`config.mk`:
```
export PLATFORM = sky130hd
export DESIGN_NAME = rsc_reset_ctrl
export DESIGN_NICKNAME = d
export VERILOG_FILES = /design/src/core/rsc_pkg.sv /design/src/core/rsc_reset_ctrl.sv
export SDC_FILE = /design/constraint.sdc
export NUM_CORES = 1
export LEC_CHECK = 0
export ABC_AREA = 1
export BUFFER_PORTS_ARGS = -buffer_cell sky130_fd_sc_hd__buf_2
export CAP_MARGIN = 20
export CELL_PAD_IN_SITES_DETAIL_PLACEMENT = 2
export CELL_PAD_IN_SITES_GLOBAL_PLACEMENT = 2
export CORE_UTILIZATION = 32
export CTS_BUF_LIST = sky130_fd_sc_hd__clkbuf_8
export CTS_CLUSTER_SIZE = 14
export DETAILED_ROUTE_END_ITERATION = 8
export PLACE_DENSITY = 0.87
export SETUP_SLACK_MARGIN = 0.4
export SYNTH_ARGS = -nofsm -noshare
export SYNTH_HDL_FRONTEND = slang
export SYNTH_SLANG_ARGS = --single-unit
```
`constraint.sdc`:
```
create_clock -name clk_i -period 1.8 [get_ports clk_i]
set_input_delay 0.36 -clock clk_i [delete_from_list [all_inputs] [get_ports clk_i]]
set_output_delay 0.36 -clock clk_i [all_outputs]
set_load 0.03 [all_outputs]
```
`src/core/rsc_pkg.sv`:
```
// Constants for the reset source and flag controller
package rsc_pkg;

    // ------------------------------------------------------------
    // Register port geometry and offsets
    // ------------------------------------------------------------
    localparam int ADDR_W = 3;
    localparam int DATA_W = 8;
    localparam logic [2:0] ADDR_DUR = 3'h0;      // low_voltage_duration_select
    localparam logic [2:0] ADDR_FLAGS = 3'h1;    // reset_cause_flags
    localparam logic [2:0] ADDR_THR = 3'h2;      // threshold_select
    localparam logic [2:0] ADDR_FPC1 = 3'h3;     // flash_prog_control_1
    localparam logic [2:0] ADDR_STAT = 3'h4;     // timeout / power-down flags
    localparam logic [2:0] ADDR_IRQ_ST = 3'h5;   // sticky event status
    localparam logic [2:0] ADDR_IRQ_MSK = 3'h6;  // event mask

    // ------------------------------------------------------------
    // Reset values and codes
    // ------------------------------------------------------------
    localparam logic [1:0] DUR_RST = 2'h1;
    localparam logic [3:0] FLAGS_RST = 4'h0;
    localparam logic [7:0] THR_RST = 8'h55;
    localparam logic [7:0] THR_CODE_A = 8'h55;
    localparam logic [7:0] THR_CODE_B = 8'h33;
    localparam logic [7:0] THR_CODE_C = 8'h99;
    localparam logic [7:0] THR_CODE_D = 8'hAA;
    localparam logic [7:0] FPC1_RST = 8'h00;
    localparam logic [7:0] IAP_MAGIC = 8'h55;
    localparam logic [3:0] IRQ_RST = 4'h0;

    // ------------------------------------------------------------
    // Field positions
    // ------------------------------------------------------------
    localparam int FLG_WDT_CORR = 0;   // watchdog_control_corruption_flag
    localparam int FLG_THR_CORR = 1;   // threshold_select_corruption_flag
    localparam int FLG_LVR = 2;        // supply_low_reset_flag
    localparam int FLG_RST_CORR = 3;   // reset_control_corruption_flag
    localparam int STAT_TO = 0;        // timeout_flag
    localparam int STAT_PD = 1;        // power_down_flag
    localparam int EV_LVR = 0;
    localparam int EV_THR = 1;
    localparam int EV_IAP = 2;
    localparam int EV_WDT = 3;

    // ------------------------------------------------------------
    // Low-speed oscillator edge counts per duration code
    // ------------------------------------------------------------
    localparam logic [7:0] DUR_EDGES_0 = 8'h08;
    localparam logic [7:0] DUR_EDGES_1 = 8'h20;
    localparam logic [7:0] DUR_EDGES_2 = 8'h40;
    localparam logic [7:0] DUR_EDGES_3 = 8'h80;

    // ------------------------------------------------------------
    // Timing
    // ------------------------------------------------------------
    localparam int CLK_PERIOD_NS = 50;
    localparam int SRESET_NS = 1000;   // software-reset delay
    localparam int SRESET_CYC = (SRESET_NS + CLK_PERIOD_NS - 1) / CLK_PERIOD_NS;
    localparam logic [4:0] SRESET_LAST = 5'(SRESET_CYC - 1);

endpackage

```
`src/core/rsc_reset_ctrl.sv`:
```
// Reset source handling: supply-low filter, cause flags, reset requests
//
// Function
// - Duration code selects 8/32/64/128 oscillator edges.
// - Unimplemented upper register bits read as zero.
// - Supply-low reset sets sticky flag; software clears.
// - Bad threshold code sets sticky corruption flag.
// - Writing 55H to programming control resets.
// - Running watchdog timeout: full reset, timeout set.
// - Sleeping watchdog timeout: clear PC/SP, set both.
// - Power-on clears flags; supply-low reset keeps them.
// - Power-on reset initialises core through full reset.
// - Supply-low reset only after full duration elapses.
// - Bad threshold resets after delay, restores value.
`timescale 1ns/1ps
`default_nettype none

module rsc_reset_ctrl (
    // Clock and power-on reset
    input wire logic clk_i,
    input wire logic reset_i,
    // Register port
    input wire logic [2:0] addr_i,
    input wire logic [7:0] write_data_i,
    input wire logic write_strobe_i,
    input wire logic read_strobe_i,
    output logic [7:0] read_data_o,
    // Analog and oscillator pins
    input wire logic supply_low_i,
    input wire logic low_speed_osc_i,
    // Core status and events
    input wire logic low_power_i,
    input wire logic wdt_timeout_i,
    input wire logic wdt_ctrl_corrupt_i,
    input wire logic reset_ctrl_corrupt_i,
    // Reset requests and flags
    output logic full_reset_o,
    output logic pc_sp_clear_o,
    output logic timeout_flag_o,
    output logic power_down_flag_o,
    output logic irq_o
);

    // ------------------------------------------------------------
    // State
    // ------------------------------------------------------------
    typedef struct packed {
        logic osc_s1;
        logic osc_s2;
        logic osc_s3;
        logic sup_s1;
        logic sup_s2;
        logic [7:0] lv_cnt;
        logic lv_fired;
        logic [4:0] thr_cnt;
        logic [1:0] dur;
        logic [3:0] flags;
        logic [7:0] thr;
        logic [7:0] fpc1;
        logic to_flag;
        logic pd_flag;
        logic [3:0] irq_st;
        logic [3:0] irq_msk;
        logic [7:0] rdata;
        logic full_rst;
        logic pcsp_clr;
    } rsc_state_s;

    localparam rsc_state_s STATE_RST = '{
        osc_s1: 1'b0, osc_s2: 1'b0, osc_s3: 1'b0, sup_s1: 1'b0, sup_s2: 1'b0,
        lv_cnt: 8'h00, lv_fired: 1'b0, thr_cnt: 5'h00,
        dur: rsc_pkg::DUR_RST, flags: rsc_pkg::FLAGS_RST,
        thr: rsc_pkg::THR_RST, fpc1: rsc_pkg::FPC1_RST,
        to_flag: 1'b0, pd_flag: 1'b0,
        irq_st: rsc_pkg::IRQ_RST, irq_msk: rsc_pkg::IRQ_RST,
        rdata: 8'h00, full_rst: 1'b1, pcsp_clr: 1'b1
    };

    rsc_state_s q;
    rsc_state_s d;

    // ------------------------------------------------------------
    // Decoders
    // ------------------------------------------------------------

    // Edge count for a duration code
    function automatic logic [7:0] dur_limit(input logic [1:0] code);
        unique case (code)
            2'h0: dur_limit = rsc_pkg::DUR_EDGES_0;
            2'h1: dur_limit = rsc_pkg::DUR_EDGES_1;
            2'h2: dur_limit = rsc_pkg::DUR_EDGES_2;
            2'h3: dur_limit = rsc_pkg::DUR_EDGES_3;
        endcase
    endfunction

    // Only four threshold codes are legal
    function automatic logic thr_valid(input logic [7:0] code);
        thr_valid = (code == rsc_pkg::THR_CODE_A) || (code == rsc_pkg::THR_CODE_B) ||
            (code == rsc_pkg::THR_CODE_C) || (code == rsc_pkg::THR_CODE_D);
    endfunction

    // ------------------------------------------------------------
    // Events
    // ------------------------------------------------------------
    logic osc_edge;
    logic lvr_evt;
    logic thr_evt;
    logic iap_evt;
    logic wdt_run_evt;
    logic wdt_slp_evt;
    logic [3:0] ev_vec;
    logic wr_sel_flags;

    // Rising edge seen on the second and third sync stages only
    assign osc_edge = q.osc_s2 & ~q.osc_s3;
    // Monitor is off in sleep/idle, so a dip there never resets
    // At or past the limit: a code lowered mid-dip must not wait for a wrap
    assign lvr_evt = q.sup_s2 && !low_power_i && osc_edge && !q.lv_fired &&
        (q.lv_cnt >= dur_limit(q.dur) - 8'h01);
    assign thr_evt = !thr_valid(q.thr) && (q.thr_cnt == rsc_pkg::SRESET_LAST);
    assign iap_evt = write_strobe_i && (addr_i == rsc_pkg::ADDR_FPC1) &&
        (write_data_i == rsc_pkg::IAP_MAGIC);
    assign wdt_run_evt = wdt_timeout_i && !low_power_i;
    assign wdt_slp_evt = wdt_timeout_i && low_power_i;
    // Software write to the cause flags
    assign wr_sel_flags = write_strobe_i && (addr_i == rsc_pkg::ADDR_FLAGS);

    // Events gathered for the interrupt status
    always_comb begin
        ev_vec = 4'h0;
        ev_vec[rsc_pkg::EV_LVR] = lvr_evt;
        ev_vec[rsc_pkg::EV_THR] = thr_evt;
        ev_vec[rsc_pkg::EV_IAP] = iap_evt;
        ev_vec[rsc_pkg::EV_WDT] = wdt_timeout_i;
    end

    // ------------------------------------------------------------
    // Next state
    // ------------------------------------------------------------
    always_comb begin
        logic wr_flags;
        logic [7:0] rd;
        wr_flags = write_strobe_i && (addr_i == rsc_pkg::ADDR_FLAGS);
        rd = 8'h00;
        d = q;

        // Two-stage synchronisers, third stage only for edge detect
        d.osc_s1 = low_speed_osc_i;
        d.osc_s2 = q.osc_s1;
        d.osc_s3 = q.osc_s2;
        d.sup_s1 = supply_low_i;
        d.sup_s2 = q.sup_s1;

        // Duration counter; one reset per dip, rearmed on recovery
        if (!q.sup_s2 || low_power_i) begin
            d.lv_cnt = 8'h00;
            d.lv_fired = 1'b0;
        end else if (lvr_evt) begin
            d.lv_cnt = 8'h00;
            d.lv_fired = 1'b1;
        end else if (osc_edge && !q.lv_fired) begin
            d.lv_cnt = q.lv_cnt + 8'h01;
        end

        // Software-reset delay for a corrupted threshold code
        if (thr_valid(q.thr) || thr_evt) begin
            d.thr_cnt = 5'h00;
        end else begin
            d.thr_cnt = q.thr_cnt + 5'h01;
        end

        // Register writes
        if (write_strobe_i) begin
            unique case (addr_i)
                rsc_pkg::ADDR_DUR: d.dur = write_data_i[1:0];
                rsc_pkg::ADDR_THR: d.thr = write_data_i;
                rsc_pkg::ADDR_FPC1: d.fpc1 = write_data_i;
                rsc_pkg::ADDR_STAT: begin
                    d.to_flag = q.to_flag & write_data_i[rsc_pkg::STAT_TO];
                    d.pd_flag = q.pd_flag & write_data_i[rsc_pkg::STAT_PD];
                end
                rsc_pkg::ADDR_IRQ_ST: d.irq_st = q.irq_st & ~write_data_i[3:0];
                rsc_pkg::ADDR_IRQ_MSK: d.irq_msk = write_data_i[3:0];
                default: d.rdata = d.rdata;
            endcase
        end

        // Cause flags: writing zero clears, a same-cycle set wins
        d.flags = wr_flags ? (q.flags & write_data_i[3:0]) : q.flags;
        d.flags[rsc_pkg::FLG_LVR] = d.flags[rsc_pkg::FLG_LVR] | lvr_evt;
        d.flags[rsc_pkg::FLG_THR_CORR] = d.flags[rsc_pkg::FLG_THR_CORR] | thr_evt;
        d.flags[rsc_pkg::FLG_WDT_CORR] = d.flags[rsc_pkg::FLG_WDT_CORR] | wdt_ctrl_corrupt_i;
        d.flags[rsc_pkg::FLG_RST_CORR] = d.flags[rsc_pkg::FLG_RST_CORR] | reset_ctrl_corrupt_i;

        // Corrupted threshold falls back to its power-on code
        if (thr_evt) begin
            d.thr = rsc_pkg::THR_RST;
        end

        // Timeout and power-down; a supply-low reset leaves both alone
        if (wdt_timeout_i) begin
            d.to_flag = 1'b1;
        end
        if (wdt_slp_evt) begin
            d.pd_flag = 1'b1;
        end

        // Sticky event status, set beats write-one clear
        d.irq_st = d.irq_st | ev_vec;

        // Reset requests, one cycle each
        d.full_rst = lvr_evt || thr_evt || iap_evt || wdt_run_evt;
        d.pcsp_clr = d.full_rst || wdt_slp_evt;

        // Read data stand only in the cycle after the strobe
        if (read_strobe_i) begin
            unique case (addr_i)
                rsc_pkg::ADDR_DUR: rd = {6'h00, q.dur};
                rsc_pkg::ADDR_FLAGS: rd = {4'h0, q.flags};
                rsc_pkg::ADDR_THR: rd = q.thr;
                rsc_pkg::ADDR_FPC1: rd = q.fpc1;
                rsc_pkg::ADDR_STAT: rd = {6'h00, q.pd_flag, q.to_flag};
                rsc_pkg::ADDR_IRQ_ST: rd = {4'h0, q.irq_st};
                rsc_pkg::ADDR_IRQ_MSK: rd = {4'h0, q.irq_msk};
                default: rd = 8'h00;
            endcase
        end
        d.rdata = rd;
    end

    // ------------------------------------------------------------
    // State register
    // ------------------------------------------------------------
    // Power-on: flags cleared, reset requests held through release
    always_ff @(posedge clk_i or posedge reset_i) begin
        if (reset_i) begin
            q <= STATE_RST;
        end else begin
            q <= d;
        end
    end

    // Outputs
    assign read_data_o = q.rdata;
    assign full_reset_o = q.full_rst;
    assign pc_sp_clear_o = q.pcsp_clr;
    assign timeout_flag_o = q.to_flag;
    assign power_down_flag_o = q.pd_flag;
    // Level interrupt while any unmasked event is pending
    assign irq_o = |(q.irq_st & q.irq_msk);
endmodule

`default_nettype wire

```
==> flow_summary.ini <==
[timing]
fin_crit_sh_pct = 99.60
rsz0062_at_grt = yes
setup_ws_ps = 7.256
finalSetupTns_ps = 0
timing.hold.ws_ps = 79.55
maxSlewViolCount = 0
tightest_slew_ps = 613.5
hold_viol = 0
relSlewSlack_pct = 58.72
clock.fmax_ghz = 0.5578
finalSetupViolCount = 0
fin_crit_ps = 1793
clock_skew_ps = 11.08

[synth]
yosysWarningCount = 0
ys_seq_area_share_pct = 50.98
syn_area_mm2 = 0.003012
synth_nets = 399
ys_types = 29
postSynthRegisterBits = 61
syn_area_per_cell_um2 = 8.074
syn_inst = 373

[power]
leakage_nw = 1.891
power_frac_seq_pct = 40.1
p_int_mw = 3.106
vdd_drop_max_uv = 551.6
clkPwrFrac_pct = 31.1
switchingPower_mw = 1.679
switching_share_pct = 35.09
power-per-cell-area_mw_per_mm2 = 1226
p_comb_share_pct = 28.8

[placement]
routabilityCongestion = 0.7720
post_dp_cell_area_mm2 = 0.003316
dp_cells = 511
dp_hpwl_mm = 7.041
dp_slack_ps = 84.57
io_buffers = 33

[worst_hold_path]
hold_class = primary input to async pin

[floorplanning]
dieArea_mm2 = 0.009803
rows = 35
die_h_um = 99.01
die_w_um = 99.01
io_pins = 34
initial_core_util_pct = 32.75
core_mm2 = 0.009196

[clock_network]
cts_hold_buf = 0
h-tree-depth = 3
worstSkewPairLatency_ps = 360
cts_buffers = 9
cts_tree = built
cts_buffer_depth = 2
clock-sinks = 61
cts_root_buf = clkbuf_8
clk_pin_slew_ps = 80

[critical_path]
crit_fanout = 6
cp_data_required_time_ps = 2060
path_class = flip-flop to flip-flop
crit_top_cell = nor2_1
cp_slowest_stage_delay_ps = 540
endpoint_kind = flip-flop
slowest_stage = dfstp_2
cp-start-kind = flip-flop
arrival_ps = 2050
worstPathCellList = nand2_2 > ha_4 > nand3_4 > nor2_1 > nand3_1 > nand2_1 > nand2_4 > nand2_8 > nor2_1
path_buf_inv = 0
crit_family = simple AND/OR/NAND/NOR gates

[grt]
grt_pass1_vias = 3186
antenna_found_initial = 0
grt_max_degree = 62
overflow = 0
grt_pass1_wl_mm = 17.18
grt.total_usage_pct = 23.74

[routing]
drc = 0
wl_per_cell_um = 21.10
via_count = 2830
drtAntennaViolNets = 0
firstDrtPassIters = 4
via_per_inst = 5.250
drt_wl_total_mm = 11.38
drt_iter0_markers = 126

[job]
drv.max_cap_violation_count = 0

[finish]
finalInstanceArea_mm2 = 0.003902
layout_commonest_cell = nand2_1
final_nets = 449
syn_to_final_growth_pct = 29.58
nFillCells = 1017
drive_above_1_share_pct = 31.78
final_cells = 539
layout.cells.most_common_list = 77 x nand2_1, 53 x dfrtp_1, 41 x inv_1
n_antenna_cell = 0

[outcome]
status = finished, final reports clean
==> cell families after synthesis <==
group                      Yosys count  share of synthesized area [%]
AOI/OAI and AO/OA                   57                          10.43
buffers and inverters               64                          9.389
xor gates and xnor gates             8                          2.327
and+or+nand+nor                    177                          24.68
adders and majority gates            5                          2.077
other                                1                         0.1245
DFF                                 61                          50.98
==> flip-flops by register name, summed over array words and instances, names as in the netlist <==
signal and count:
q 46, read_data_o 8, d 3, full_reset_o 1, pc_sp_clear_o 1, power_down_flag_o 1, timeout_flag_o 1
==> power groups by stage <==
| stage | clock, mW | combinational [mW] | sequential (mW) |
|---|---|---|---|
| floorplan | 0 | 0.626 | 1.84 |
| global placement | 0 | 0.818 | 1.89 |
| detailed placement | 0 | 0.883 | 1.91 |
| CTS | 1.49 | 1.16 | 1.88 |
| global route | 1.55 | 1.51 | 1.94 |
| finish | 1.49 | 1.38 | 1.92 |
==> metal layers <==
metal  global-route usage, %  up-vias  part of all wire, %
li1                        -     1284                    -
met1                   27.69     1459                   40
met2                   42.55       60                   54
met3                   5.319       27                  3.5
met4                   8.726        0                  2.4
met5                       0        -                    0
==> worst paths after layout <==
kind | from | cells after the start | end | slack (ps)
max reg2reg | q[40]$_DFFE_PP1P_ | 9 | q[52]$_DFFE_PP0P_ | 7
min | reset_i | 3 | read_data_o[0]$_DFF_PP0_ | 80
min in group clk_i | supply_low_i | 1 | d[56]$_DFF_PP0_ | 110
max | q[40]$_DFFE_PP1P_ | 9 | q[52]$_DFFE_PP0P_ | 7
max in group asynchronous | reset_i | 3 | q[28]$_DFFE_PP1P_ | 1400
min reg2reg | d[56]$_DFF_PP0_ | 0 | q[56]$_DFF_PP0_ | 360
==> through the flow <==
step                power [mW]  util, %
finish                   4.786    42.44
global route             5.007    42.44
detailed placement       2.788    36.05
CTS                      4.527    40.72
floorplan                2.469        -
global placement         2.710    36.05
==> worst reg2reg max path: stages (launching register included) <==
cell     delay, ps
dfstp_2        540
nand2_2         60
ha_4           300
nand3_4         90
nor2_1         140
nand3_1        110
nand2_1        140
nand2_4        120
nand2_8        130
nor2_1          60
==> Yosys cell counts <==
master     count  share of area [%]
buf_6          1               0.37
a211oi_1       1               0.25
inv_2          1               0.12
a22oi_1        4                1.0
nand3_1       19                3.2
o2bb2ai_1      1               0.29
clkinv_2       1               0.17
dfrtp_1       54                 45
a21oi_1       12                2.0
nand2_2        1               0.21
buf_4          8                2.0
inv_1         50                6.2
nand2_1       91                 11
ha_1           5                2.1
o21a_1         1               0.25
nor2_1        47                5.9
xnor2_1        1               0.29
o21ai_0       32                5.3
nand3b_1       1               0.25
conb_1         1               0.12
nor2_4         2               0.75
buf_2          3               0.50
dfstp_2        7                6.1
nor4_1         1               0.21
xor2_1         7                2.0
nand4_1       10                2.1
o21bai_1       2               0.50
o22ai_1        4               0.83
nor3_1         5               0.83
==> area by class of cell <==
cell class	count	area, µm²	share of cell area (%)
Sequential cell	61	1536	39.37
Multi-Input combinational cell	248	1424	36.49
Timing Repair Buffer	51	359.1	9.202
Inverter	52	207.7	5.322
Clock buffer	12	165.2	4.232
Tap cell	111	138.9	3.559
Clock inverter	4	71.32	1.828
==> repair_timing <==
item	CTS	global route
hold endpoints to repair	0	0
resized for setup	39	41
pin swaps	13	14
setup endpoints to repair	31	32
setup buffers	9	3
(Power assumes the default switching activity.)
